File: src/shared/lkw_pkg.sv
// constants and types for the lookup entry upper staging word
// Overview of operation
// - valid set commits a valid entry; clear invalidates the matching prior entry
// - static with bit 25 set overrides port state, except disabled ports
// - static entries are never aged out nor changed by learning
// - non-static entries are removed after 5 to 10 minutes idle
// - filter flag discards frames whose destination matches the entry
// - priority field used only with entry enable and global setting both set
// - port field: single ports 0..2, 011 reserved, pairs, 111 all ports
// - low sixteen bits are the last MAC bits, bit 15 last on wire
// - upper 32-bit staging word consumed with the lower word at commit
// - commit writes both words into the table; a status flag shows completion
package lkw_pkg;

  // register number of the upper staging word
  localparam logic [15:0] LKW_UPPER_OFS = 16'h1802;

  // field positions
  localparam int LKW_VALID_BIT = 26;
  localparam int LKW_AGE_BIT = 25;
  localparam int LKW_STATIC_BIT = 24;
  localparam int LKW_FILTER_BIT = 23;
  localparam int LKW_PRIO_EN_BIT = 22;
  localparam int LKW_PRIO_LSB = 19;
  localparam int LKW_PORT_LSB = 16;
  localparam int LKW_MAC_LSB = 0;

  // reset values
  localparam logic [31:0] LKW_UPPER_RST = 32'h0000_0000;
  localparam logic [31:0] LKW_RDATA_RST = 32'h0000_0000;

  // inactivity interval bounds for non-static entries, in minutes
  localparam int LKW_AGE_MIN_MINUTES = 5;
  localparam int LKW_AGE_MAX_MINUTES = 10;

  // stored fields of the upper word, msb first as laid out in the register
  typedef struct packed {
    logic valid;
    logic age_ovr;
    logic stat;
    logic filter;
    logic prio_en;
    logic [2:0] prio;
    logic [2:0] port;
    logic [15:0] mac_hi;
  } lkw_upper_type;

  // attributes of one committed entry as handed to the table logic
  typedef struct packed {
    logic [47:0] mac;
    logic valid;
    logic invalidate;
    logic stat;
    logic ageable;
    logic override;
    logic filter;
    logic prio_use;
    logic [2:0] prio;
    logic [2:0] port_mask;
    logic port_rsvd;
  } lkw_entry_type;

endpackage

File: src/design/lkw_entry_decode.sv
// decodes the staged fields into table entry attributes
`timescale 1ns/1ps
`default_nettype none
module lkw_entry_decode
  import lkw_pkg::*;
(
  // staged words
  input wire lkw_upper_type upper_i,
  input wire logic [31:0] lower_i,
  // global destination-highest-priority setting
  input wire logic da_prio_i,
  // decoded entry
  output lkw_entry_type entry_o
);

  // port field to port mask; 011 gives no port and is flagged reserved
  function automatic logic [2:0] port_mask_f(input logic [2:0] code);
    case (code)
      3'h0: port_mask_f = 3'h1;
      3'h1: port_mask_f = 3'h2;
      3'h2: port_mask_f = 3'h4;
      3'h4: port_mask_f = 3'h3;
      3'h5: port_mask_f = 3'h5;
      3'h6: port_mask_f = 3'h6;
      3'h7: port_mask_f = 3'h7;
      default: port_mask_f = 3'h0;
    endcase
  endfunction

  // combine the fields; lower word holds the first 32 mac bits
  assign entry_o.mac = {upper_i.mac_hi, lower_i};
  assign entry_o.valid = upper_i.valid;
  assign entry_o.invalidate = ~upper_i.valid;
  assign entry_o.stat = upper_i.stat;
  assign entry_o.ageable = ~upper_i.stat;
  assign entry_o.override = upper_i.stat & upper_i.age_ovr;
  assign entry_o.filter = upper_i.filter;
  assign entry_o.prio_use = upper_i.prio_en & da_prio_i;
  assign entry_o.prio = upper_i.prio;
  assign entry_o.port_mask = port_mask_f(upper_i.port);
  assign entry_o.port_rsvd = (upper_i.port == 3'h3);

endmodule // lkw_entry_decode
`default_nettype wire

File: src/design/lkw_entry_upper.sv
// upper staging word of the lookup table entry write path
`timescale 1ns/1ps
`default_nettype none
module lkw_entry_upper
  import lkw_pkg::*;
(
  // clock and reset
  input wire logic SYS_CLK_I,
  input wire logic RST_I,
  // internal register access from the serial management unit
  input wire logic [15:0] CSR_ADDR_I,
  input wire logic CSR_WR_I,
  input wire logic [31:0] CSR_WDATA_I,
  input wire logic CSR_RD_I,
  output logic [31:0] CSR_RDATA_O,
  output logic CSR_ACK_O,
  // commit request, lower staging word and global priority setting
  input wire logic COMMIT_I,
  input wire logic [31:0] LOWER_WORD_I,
  input wire logic DA_PRIO_I,
  // table write side
  input wire logic TBL_DONE_I,
  output logic TBL_WR_O,
  output lkw_entry_type TBL_ENTRY_O,
  output logic MAKE_PENDING_O
);

  lkw_upper_type upper_r;
  lkw_upper_type upper_nxt;
  lkw_entry_type entry_dec;
  logic [31:0] upper_word;
  logic hit;
  logic [31:0] rdata_nxt;
  logic pending_nxt;

  // address decode and read mux; reserved bits 31:27 read as zero
  assign hit = (CSR_ADDR_I == LKW_UPPER_OFS);
  assign upper_word = {5'h00, upper_r};
  assign rdata_nxt = (CSR_RD_I && hit) ? upper_word : LKW_RDATA_RST;
  // writes ignore the reserved bits; a commit never touches the store
  assign upper_nxt = (CSR_WR_I && hit) ? lkw_upper_type'(CSR_WDATA_I[26:0])
                                       : upper_r;
  // set wins over clear so a done in the commit cycle cannot lose it
  assign pending_nxt = COMMIT_I | (MAKE_PENDING_O & ~TBL_DONE_I);

  // field decoding kept apart so the table side sees one clean record
  lkw_entry_decode u_decode (
    .upper_i(upper_r),
    .lower_i(LOWER_WORD_I),
    .da_prio_i(DA_PRIO_I),
    .entry_o(entry_dec)
  );

  // staging store, cleared only by reset
  always_ff @(posedge SYS_CLK_I) begin
    if (RST_I) begin
      upper_r <= lkw_upper_type'(LKW_UPPER_RST[26:0]);
    end else begin
      upper_r <= upper_nxt;
    end
  end

  // register read answer one cycle after the strobe
  always_ff @(posedge SYS_CLK_I) begin
    if (RST_I) begin
      CSR_RDATA_O <= LKW_RDATA_RST;
      CSR_ACK_O <= 1'b0;
    end else begin
      CSR_RDATA_O <= rdata_nxt;
      CSR_ACK_O <= (CSR_RD_I | CSR_WR_I) & hit;
    end
  end

  // commit: both words go out together as one table write
  always_ff @(posedge SYS_CLK_I) begin
    if (RST_I) begin
      TBL_WR_O <= 1'b0;
      TBL_ENTRY_O <= '0;
      MAKE_PENDING_O <= 1'b0;
    end else begin
      TBL_WR_O <= COMMIT_I;
      if (COMMIT_I) begin
        TBL_ENTRY_O <= entry_dec;
      end
      MAKE_PENDING_O <= pending_nxt;
    end
  end

  // checks
  AST_VALID_COMMIT: assert property (@(posedge SYS_CLK_I) disable iff (RST_I)
    COMMIT_I |=> TBL_WR_O && TBL_ENTRY_O.valid == $past(upper_r.valid)
      && TBL_ENTRY_O.invalidate != TBL_ENTRY_O.valid)
    else $error("valid flag not carried to the table");
  AST_OVERRIDE: assert property (@(posedge SYS_CLK_I) disable iff (RST_I)
    TBL_WR_O |-> TBL_ENTRY_O.override
      == (TBL_ENTRY_O.stat && $past(upper_r.age_ovr)))
    else $error("override not static and age set");
  AST_STATIC_AGE: assert property (@(posedge SYS_CLK_I) disable iff (RST_I)
    TBL_WR_O |-> TBL_ENTRY_O.ageable != TBL_ENTRY_O.stat)
    else $error("static entry marked ageable");
  AST_AGEABLE: assert property (@(posedge SYS_CLK_I) disable iff (RST_I)
    COMMIT_I && !upper_r.stat |=> TBL_ENTRY_O.ageable)
    else $error("non-static entry not ageable");
  AST_FILTER: assert property (@(posedge SYS_CLK_I) disable iff (RST_I)
    COMMIT_I |=> TBL_ENTRY_O.filter == $past(upper_r.filter))
    else $error("filter flag lost");
  AST_PRIO_USE: assert property (@(posedge SYS_CLK_I) disable iff (RST_I)
    COMMIT_I |=> TBL_ENTRY_O.prio_use
      == ($past(upper_r.prio_en) && $past(DA_PRIO_I)))
    else $error("priority use wrong");
  AST_PORT_MAP: assert property (@(posedge SYS_CLK_I) disable iff (RST_I)
    COMMIT_I && upper_r.port == 3'h7 ##1 1'b1 |-> TBL_ENTRY_O.port_mask == 3'h7
      && !TBL_ENTRY_O.port_rsvd)
    else $error("all-port code decoded wrong");
  AST_PORT_RSVD: assert property (@(posedge SYS_CLK_I) disable iff (RST_I)
    COMMIT_I && upper_r.port == 3'h3 |=> TBL_ENTRY_O.port_rsvd
      && TBL_ENTRY_O.port_mask == 3'h0)
    else $error("reserved port code not flagged");
  AST_MAC: assert property (@(posedge SYS_CLK_I) disable iff (RST_I)
    COMMIT_I |=> TBL_ENTRY_O.mac
      == {$past(upper_r.mac_hi), $past(LOWER_WORD_I)})
    else $error("mac bits misplaced");
  // the done pulse may come at any time after the commit, so only the
  // local step is checked: set by a commit, kept until done
  AST_PENDING: assert property (@(posedge SYS_CLK_I) disable iff (RST_I)
    COMMIT_I || (MAKE_PENDING_O && !TBL_DONE_I) |=> MAKE_PENDING_O)
    else $error("pending dropped before done");
  AST_PENDING_END: assert property (@(posedge SYS_CLK_I) disable iff (RST_I)
    MAKE_PENDING_O && TBL_DONE_I && !COMMIT_I |=> !MAKE_PENDING_O)
    else $error("pending kept after done");
  AST_KEEP: assert property (@(posedge SYS_CLK_I) disable iff (RST_I)
    COMMIT_I && !(CSR_WR_I && hit) |=> upper_r == $past(upper_r))
    else $error("commit altered the staging word");
  AST_READ: assert property (@(posedge SYS_CLK_I) disable iff (RST_I)
    CSR_RD_I && hit && !CSR_WR_I |=> CSR_ACK_O
      && CSR_RDATA_O == {5'h00, $past(upper_r)})
    else $error("read-back mismatch");

  // scenarios
  COV_COMMIT_STATIC: cover property (@(posedge SYS_CLK_I) disable iff (RST_I)
    COMMIT_I && upper_r.stat && upper_r.valid);
  COV_INVALIDATE: cover property (@(posedge SYS_CLK_I) disable iff (RST_I)
    COMMIT_I && !upper_r.valid);
  COV_WRITE_THEN_COMMIT: cover property (@(posedge SYS_CLK_I)
    disable iff (RST_I) CSR_WR_I && hit ##1 COMMIT_I ##[1:4] TBL_DONE_I);

endmodule // lkw_entry_upper
`default_nettype wire

File: config.mk
export PLATFORM = sky130hd
export DESIGN_NAME = lkw_entry_upper
export DESIGN_NICKNAME = d
export VERILOG_FILES = /design/src/shared/lkw_pkg.sv /design/src/design/lkw_entry_decode.sv /design/src/design/lkw_entry_upper.sv
export SDC_FILE = /design/constraint.sdc
export NUM_CORES = 1
export LEC_CHECK = 0
export BUFFER_PORTS_ARGS = -buffer_cell sky130_fd_sc_hd__buf_2
export CORE_ASPECT_RATIO = 1.2
export CORE_UTILIZATION = 47
export DETAILED_ROUTE_END_ITERATION = 8
export GPL_TIMING_DRIVEN = 0
export PLACE_DENSITY_LB_ADDON = 0.08
export SLEW_MARGIN = 20
export SYNTH_ARGS = -nofsm -noshare
export SYNTH_HDL_FRONTEND = slang
export SYNTH_SLANG_ARGS = --single-unit
File: constraint.sdc
create_clock -name SYS_CLK_I -period 1.8 [get_ports SYS_CLK_I]
set_input_delay 0.18 -clock SYS_CLK_I [delete_from_list [all_inputs] [get_ports SYS_CLK_I]]
set_output_delay 0.18 -clock SYS_CLK_I [all_outputs]
set_load 0.05 [all_outputs]
### Word level (Yosys, flattened, before mapping)

Index checks and enable logic that the tools add are counted.

| storage, ports and cells | value |
|---|---|
| flip-flop bits (word level) | 124 |
| latch bits | 0 |
| RAM bits | 0 |
| ROM bits | 0 |
| input port bits | 87 |
| memories kept | 0 |

| cells by class | value |
|---|---|
| add/subtract/negate cells | 0 |
| $mul | 0 |
| div/mod/pow operators | 0 |
| order comparisons | 0 |
| equality and inequality tests | 8 |
| shift operators | 0 |
| muxes and demuxes | 1 |
| bitwise operators | 10 |
| reductions and logical operators | 4 |

Operator list:

| cell | count |
|---|---|
| $pmux 3 s7 | 1 |
| $eq 16x13->1 const B | 1 |
| $eq 3x3->1 const B | 4 |
| $eq 3x2->1 const B | 2 |
| $and 1x1->1 | 4 |
| $not 1->1 | 4 |
| $eq 3x1->1 const B | 1 |
| $logic_not 3->1 | 1 |
| $logic_and 1x1->1 | 2 |
| $or 1x1->1 | 2 |
| $reduce_or 2->1 | 1 |

### Longest topological paths before layout

Gate-level depths: netlist (run 1).

| logic depth | value |
|---|---|
| depth after elaboration | 4 |
| gate-level depth with buffers | 6 |

### Cells and area by module

A second synthesis (run 1) with hierarchy kept.

| unflattened totals | value |
|---|---|
| cell total of the unflattened synthesis | 466 |
| area total of the unflattened synthesis | 4590.7 um^2 |

By module, submodules not included:

| module | instances | cells each | area each (um^2) | sequential area each (um^2) |
|---|---|---|---|---|
| lkw_entry_upper | 1 | 401 | 4125.2 | 2382.3 |
| lkw_entry_decode | 1 | 65 | 465.4 | 0.0 |

### Worst setup path after synthesis (run 1)

Ideal clock, no wire load.

| timing | value |
|---|---|
| path kind | in2reg |
| start point | input CSR_ADDR_I[6] |
| end point | register upper_r[15] in the netlist's numbering |
| library setup time | 0.132 ns |
| arrival | 1.167 ns |
| data required time | 1.668 ns |
| setup slack | 0.501 ns |
| stages | 6 |
| cells stage by stage | nor4_2 > nand4_2 > buf_2 > buf_6 > o21ai_0 > a21oi_1 |

| between the ends | value |
|---|---|
| longest elaborated chain between the ends | 2 |

RTL lines:

| element | line | RTL |
|---|---|---|
| start: declaration | lkw_entry_upper.sv:11 | `input wire logic [15:0] CSR_ADDR_I,` |
| $eq 16x13->1 | lkw_entry_upper.sv:37 | `assign hit = (CSR_ADDR_I == LKW_UPPER_OFS);` |
| $logic_and 1x1->1 | lkw_entry_upper.sv:41 | `assign upper_nxt = (CSR_WR_I && hit) ? lkw_upper_type'(CSR_WDATA_I[26:0])` |
| end signal: assignment | lkw_entry_upper.sv:57 | `upper_r <= lkw_upper_type'(LKW_UPPER_RST[26:0]);` |
| end signal: assignment | lkw_entry_upper.sv:59 | `upper_r <= upper_nxt;` |
| end: declaration | lkw_entry_upper.sv:28 | `lkw_upper_type upper_r;` |

Every way passes these cells.
A chain may end at the register's enable or synchronous reset.

### Final worst setup path (run 1)

| timing | value |
|---|---|
| start point | register TBL_ENTRY_O[58] in the netlist's numbering |
| end point | output TBL_ENTRY_O[58] in the netlist's numbering |

RTL lines:

| element | line | RTL |
|---|---|---|
| start: declaration | lkw_entry_upper.sv:24 | `output lkw_entry_type TBL_ENTRY_O,` |
| start signal: assignment | lkw_entry_upper.sv:83 | `TBL_ENTRY_O <= entry_dec;` |

No word-level cell between the ends.

==> summary.txt, run 1 <==
Clock tree
  – TritonCTS clock tree: built
  – CTS max path bufs: 2
  – Reg clk slew, reported paths: approximately 0.060 ns
  – Clock Latency Late Sink: between 0.5 and 0.6 ns
  – Post-CTS setup repair buffer count: 0
  – Sink Count: about 120
  – Root buf cell: clkbuf_8
  – Num CTS Buffers: 17
  – H-tree levels: 4

STA
  – Hold Vio Cnt, Final: 0
  – Final period util: 73.9%
  – Final setup fails: 0
  – Tmin final: 1.33 ns
  – Fin Clk Skew: a little under 0.007 ns
  – Setup TNS: 0 ns
  – RSZ-0062 raised after global routing: no
  – Slew Limit Fails: 0
  – Slew @ Worst Pin: about 0.57 ns
  – Slew headroom: about 62%
  – Max Freq: approximately 0.75 GHz

Floorplanning
  – Core Area: between 8000 and 9000 µm²
  – Initial Util: about half
  – Die Span Y: 106 µm
  – Io pins: around 180
  – FP Rows: 37
  – Total die area: between 9000 and 10000 µm²
  – Die width: between 80 and 90 µm

Layout
  – Most frequent cells in the layout: 180 x buf_2, 119 x dfxtp_1, 62 x dlygate4sd3_1
  – Fill cell count: around 670
  – ANT cells: 0
  – Post-route insts no fill: just under 800
  – Commonest non-fill, non-tap cell in the layout: buf_2
  – Layout Nets: approximately 750
  – Area Overhead vs Synth: 54.1%
  – Share of cells above drive strength 1: roughly a third

Route
  – DRC: 0
  – Vias per cell: 4.79
  – WL per Instance: about 14 µm
  – Iter 0 DRT Violations: around 190
  – DRT Pass-1 Iters: 4
  – WL final: 11.3 mm
  – Post-route ant nets: 0
  – Vias: ~3800

GRT
  – Largest net degree at the start of global routing: 17
  – Total GRT Usage: 25.7%
  – First-pass GRT wire length: about 18 mm
  – Number of global-route vias before repair: ~3800
  – Antenna violations before repair: 0
  – GRT Residual Overflow: 0

Logic synthesis
  – Synth cell types: 29
  – Top cell type by total area after synthesis: dfxtp_1
  – Yosys warns: 0
  – Mapped Area: 4200 µm²
  – Post-Syn Area per Cell: ~10 µm²
  – Largest cells by area after synthesis: dfxtp_1 57%, mux2i_1 14%, nor2_1 5.4%, and2_1 3.9%, a21oi_1 3.7%
  – Register area share after synthesis: 56.7%
  – Yosys reg bits: ~120
  – Mapped Cells: 410
  – Post-synth top area share: ~57%

Status
  – Status: finished clean

Min path
  – Min-Delay Path Class: in2reg

Worst setup path
  – CP Capture Type: output port
  – CP max-delay cell: dfxtp_1
  – Worst Setup Start Kind: flip-flop
  – Buf/Inv on CP: 1
  – Crit Path Category: reg2out
  – Worst Path Required: about 1.6 ns
  – Crit Path Max Fanout: 2
  – Worst Path Arrival: ~1.2 ns
  – CP Cell Sequence: buf_2
  – Crit-path max cell delay: ~0.35 ns
  – CP delay by family, top: flip-flops

Placement
  – Dpl hpwl: a little over 7 mm
  – Port Buffers: ~170
  – DP Cell Count: between 700 and 800
  – Final Wtd Congestion: 0.742

Power and ir drop
  – Max IR drop VDD: about 0.77 mV
  – Leak: approximately 3 nW
  – Pwr Density: between 1000 and 1500 nW/µm²

Job
  – MaxCap Viol Count: 0
[cell type report]
| class | count | area (µm²) | area share [%] |
|---|---|---|---|
| Inverter | 4 | 15.0 | 0.232 |
| Buffer | 36 | 218 | 3.36 |
| Clock buffer | 23 | 467 | 7.21 |
| Timing Repair Buffer | 233 | 1480 | 22.8 |
| Tap cell | 117 | 146 | 2.26 |
| Multi-Input combinational cell | 255 | 1600 | 24.7 |
| Sequential cell | 119 | 2380 | 36.8 |
| Clock inverter | 9 | 170 | 2.63 |
[cell usage after synthesis (all sizes together)]
master,count
a211oi,5
a21oi,31
and2,26
and4,1
and4bb,1
buf,20
clkbuf,16
conb,1
dfxtp,119
inv,4
mux2i,57
nand2b,3
nand3,29
nand4,2
nor2,60
nor2b,2
nor3,1
nor4,3
nor4b,1
o21ai,27
xnor2,1
[registers in the layout, summed over array words and instances (netlist names)]
signal and flops:
upper_r 27, MAKE_PENDING_O 1, CSR_RDATA_O 27, TBL_WR_O 1, TBL_ENTRY_O 62, CSR_ACK_O 1
[metal layers]
layer  routed length, µm  GRT usage [%]
met1                4390           28.4
met2                5930           45.6
met3                 817           7.75
met4                 163           8.99
met5                   0              0
[kinds of logic after synthesis]
| logic type | synth area share [%] |
|---|---|
| other cells | 0.0893 |
| simple gates | 16.1 |
| flops | 56.7 |
| mux | 13.6 |
| buf+inv | 5.54 |
| compound gates | 7.80 |
| xor+xnor | 0.208 |
[stage by stage]
| step | hold slack [ns] | power, mW | util [%] | setup WS (ns) | instance area, µm² |
|---|---|---|---|---|---|
| after floorplan | 0.327 | 3.14 | - | 0.501 | 4220 |
| after global placement | 0.417 | 3.32 | 60.6 | 0.213 | 5220 |
| after detailed placement | 0.423 | 3.33 | 60.6 | 0.114 | 5220 |
| after CTS | 0.0584 | 7.03 | 75.2 | 0.479 | 6480 |
| after global routing | 0.0801 | 7.21 | 75.2 | 0.435 | 6480 |
| final | 0.0782 | 6.99 | 75.2 | 0.469 | 6480 |
[path summary, 6_finish.rpt]
check	start	endpoint	slack, ns	depth (start not counted)
worst max-delay path	TBL_ENTRY_O[58]	TBL_ENTRY_O[58]	0.47	1
worst min-delay path	RST_I	CSR_RDATA_O[24]	0.08	3
worst max register to register	upper_r[16]	TBL_ENTRY_O[2]	0.81	3
worst min register to register	TBL_ENTRY_O[0]	TBL_ENTRY_O[0]	0.47	2
[power by group]
part | switching (mW) | internal (mW)
sequential | 0.0237 | 2.69
combinational | 0.405 | 0.264
clock | 1.12 | 2.49
total | 1.55 | 5.44
[worst reg2reg max path, cell delays in order (launching register included)]
cell and delay [ns]:
dfxtp_1 0.43, nor2b_1 0.19, xnor2_1 0.07, a211oi_1 0.21
[timing repair]
item | 4_1_cts | 5_1_grt
gates resized for setup | 0 | 0
hold endpoints to repair | 62 | 0
hold buffers | 62 | 0
(Power assumes the default switching activity.)
==> inputs of run 2 (changes only) <==
CORE_UTILIZATION = 42   (was 47)
clock period = 1.1 ns   (was 1.8 ns; I/O delays follow)
==> summary.txt, run 2 (synthesis results as in run 1) <==
Layout
  – Max reg flops: 62 (unchanged)
  – Post-route insts no fill: 802 (+0.75%)
  – Sequential cell area: 2380 µm² (unchanged)
  – Biggest register: TBL_ENTRY_O
  – Largest regs: TBL_ENTRY_O: 62 flops, CSR_RDATA_O: 27 flops, upper_r: 27 flops
  – Layout Nets: 754 (+0.13%)
  – Final Util: 68.6% (-6.6 points)
  – Commonest non-fill, non-tap cell in the layout: dfxtp_1
  – Multi-input logic area: 1640 µm² (+2.1%)
  – Share of cells above drive strength 1: 34.3% (+0.88 points)
  – Most frequent cells in the layout: 119 x dfxtp_1, 105 x buf_2, 60 x nor2_1, 60 x dlygate4sd3_1, 57 x mux2i_1
  – ANT cells: 0 (unchanged)
  – Fill cell count: 766 (+14%)
  – Area Overhead vs Synth: 57.1%

Route
  – Post-route ant nets: 0 (unchanged)
  – WL per Instance: 14.2 µm (+0.23%)
  – DRT Pass-1 Iters: 4 (unchanged)
  – Highest metal used: met4
  – Met3 wire len: 610 µm (-25%)
  – Iter 0 DRT Violations: 92 (-51%)
  – Met2 Routed Length: 5.89 mm (-0.74%)
  – WL final: 11.4 mm (+0.98%)
  – DRC: 0 (unchanged)
  – Vias per cell: 4.74 (-1.1%)
  – WL met1: 4.83 mm (+10%)
  – Vias: 3799 (-0.39%)

Floorplanning
  – Total die area: 10400 µm² (+12%)
  – Initial Util: 43.7% (-5.1 points)
  – Io pins: 184 (unchanged)
  – Die Span Y: 112 µm (+5.7%)
  – Core Area: 9610 µm² (+12%)
  – Die width: 93.3 µm (+5.7%)
  – FP Rows: 39 (+5.4%)

STA
  – Final period util: a little over nine tenths
  – Hold Vio Cnt, Final: 0 (unchanged)
  – Setup TNS: 0 ns (unchanged)
  – Slew Limit Fails: 0 (unchanged)
  – Final setup fails: 0 (unchanged)
  – Tmin final: about 1.1 ns
  – Final WS setup: 0.0165 ns (-0.453 ns)
  – Hold Slack: 0.0151 ns (-0.0630 ns)
  – Slew @ Worst Pin: 0.547 ns (-0.0278 ns)
  – Max Freq: 0.923 GHz
  – Fin Clk Skew: 0.00868 ns (+0.00173 ns)
  – Slew headroom: 63.5% (+1.9 points)

Clock tree
  – Sink Count: 119 (unchanged)
  – Clock Latency Late Sink: 0.40 ns (-0.11 ns)
  – TritonCTS clock tree: built
  – Num CTS Buffers: 17 (unchanged)
  – Root buf cell: clkbuf_16
  – CTS max path bufs: 2 (unchanged)
  – H-tree levels: 4 (unchanged)
  – Reg clk slew, reported paths: 0.05 ns (about the same)

GRT
  – GRT Residual Overflow: 0 (unchanged)
  – Number of global-route vias before repair: 3630 (-4.4%)
  – First-pass GRT wire length: 17.5 mm (-3.2%)
  – Largest net degree at the start of global routing: 17 (unchanged)
  – Total GRT Usage: 21.7% (-4.0 points)
  – Antenna violations before repair: 0 (unchanged)

Worst setup path
  – CP Cell Sequence: buf_2
  – Crit Path Category: reg2out
  – CP Capture Type: output port
  – Crit Path Max Fanout: 1 (-1)
  – CP delay by family, top: flip-flops
  – Buf/Inv on CP: 1 (unchanged)
  – Crit-path max cell delay: 0.32 ns (-0.03 ns)
  – Worst Path Required: 0.99 ns (-0.63 ns)
  – Worst Setup Start Kind: flip-flop
  – Worst Path Arrival: 0.97 ns (-0.18 ns)
  – CP max-delay cell: dfxtp_1

Power and ir drop
  – Leak: 3.04 nW (-1.6%)
  – Max IR drop VDD: 0.981 mV (+27%)
  – Pwr Density: 1560 nW/µm² (+44%)

Min path
  – Min-Delay Path Class: in2reg

Status
  – Status: finished clean

Placement
  – Final Wtd Congestion: 0.775 (+4.5%)
  – Port Buffers: 171 (unchanged)
  – Dpl hpwl: 7.64 mm (+5.1%)
  – Dpl ws: -0.456 ns (-0.570 ns)
  – DP Cell Count: 708 (+0.85%)

Job
  – MaxCap Viol Count: 0 (unchanged)
run 2: layout make-up:
cell class	count	share of cell area, %
Sequential cell	119	36.1
Timing Repair Buffer	234	25.4
Multi-Input combinational cell	255	24.8
Tap cell	123	2.33
Buffer	36	3.43
Clock buffer	21	6.83
Inverter	4	0.228
Clock inverter	10	0.872
run 2: final timing paths:
kind | startpoint | slack, ns | endpoint | cells past startpoint
setup / recovery | CSR_RDATA_O[21] | 0.02 | CSR_RDATA_O[21] | 1
hold / removal | TBL_DONE_I | 0.02 | MAKE_PENDING_O | 4
setup reg to reg | upper_r[16] | 0.10 | TBL_ENTRY_O[2] | 3
hold reg to reg | TBL_ENTRY_O[7] | 0.48 | TBL_ENTRY_O[7] | 2
run 2: through the flow:
step,area (µm²),power (mW)
2_1_floorplan,4240,5.14
3_3_place_gp,5250,5.44
3_5_place_dp,5250,5.46
4_1_cts,6470,10.3
5_1_grt,6600,10.6
6_report,6600,10.3
run 2: repair_timing:
| item | in CTS | in global routing |
|---|---|---|
| setup endpoints to repair | 55 | 43 |
| hold endpoints to repair | 60 | 0 |
| pin swaps | 1 | 3 |
| buffers inserted | 1 | 2 |
| hold buffers | 60 | 0 |
| gates resized for setup | 44 | 46 |
run 2: where the power goes:
group / switching, mW / internal, mW
Combinational: 0.667 / 0.476
Clock: 1.80 / 2.88
Sequential: 0.0442 / 4.40
run 2: per-layer routing:
| metal | GRT usage [%] | up-vias |
|---|---|---|
| met5 | 0 | - |
| met4 | 6.97 | 0 |
| met3 | 6.22 | 6 |
| met2 | 38.1 | 127 |
| met1 | 25.2 | 1776 |
| li1 | - | 1890 |
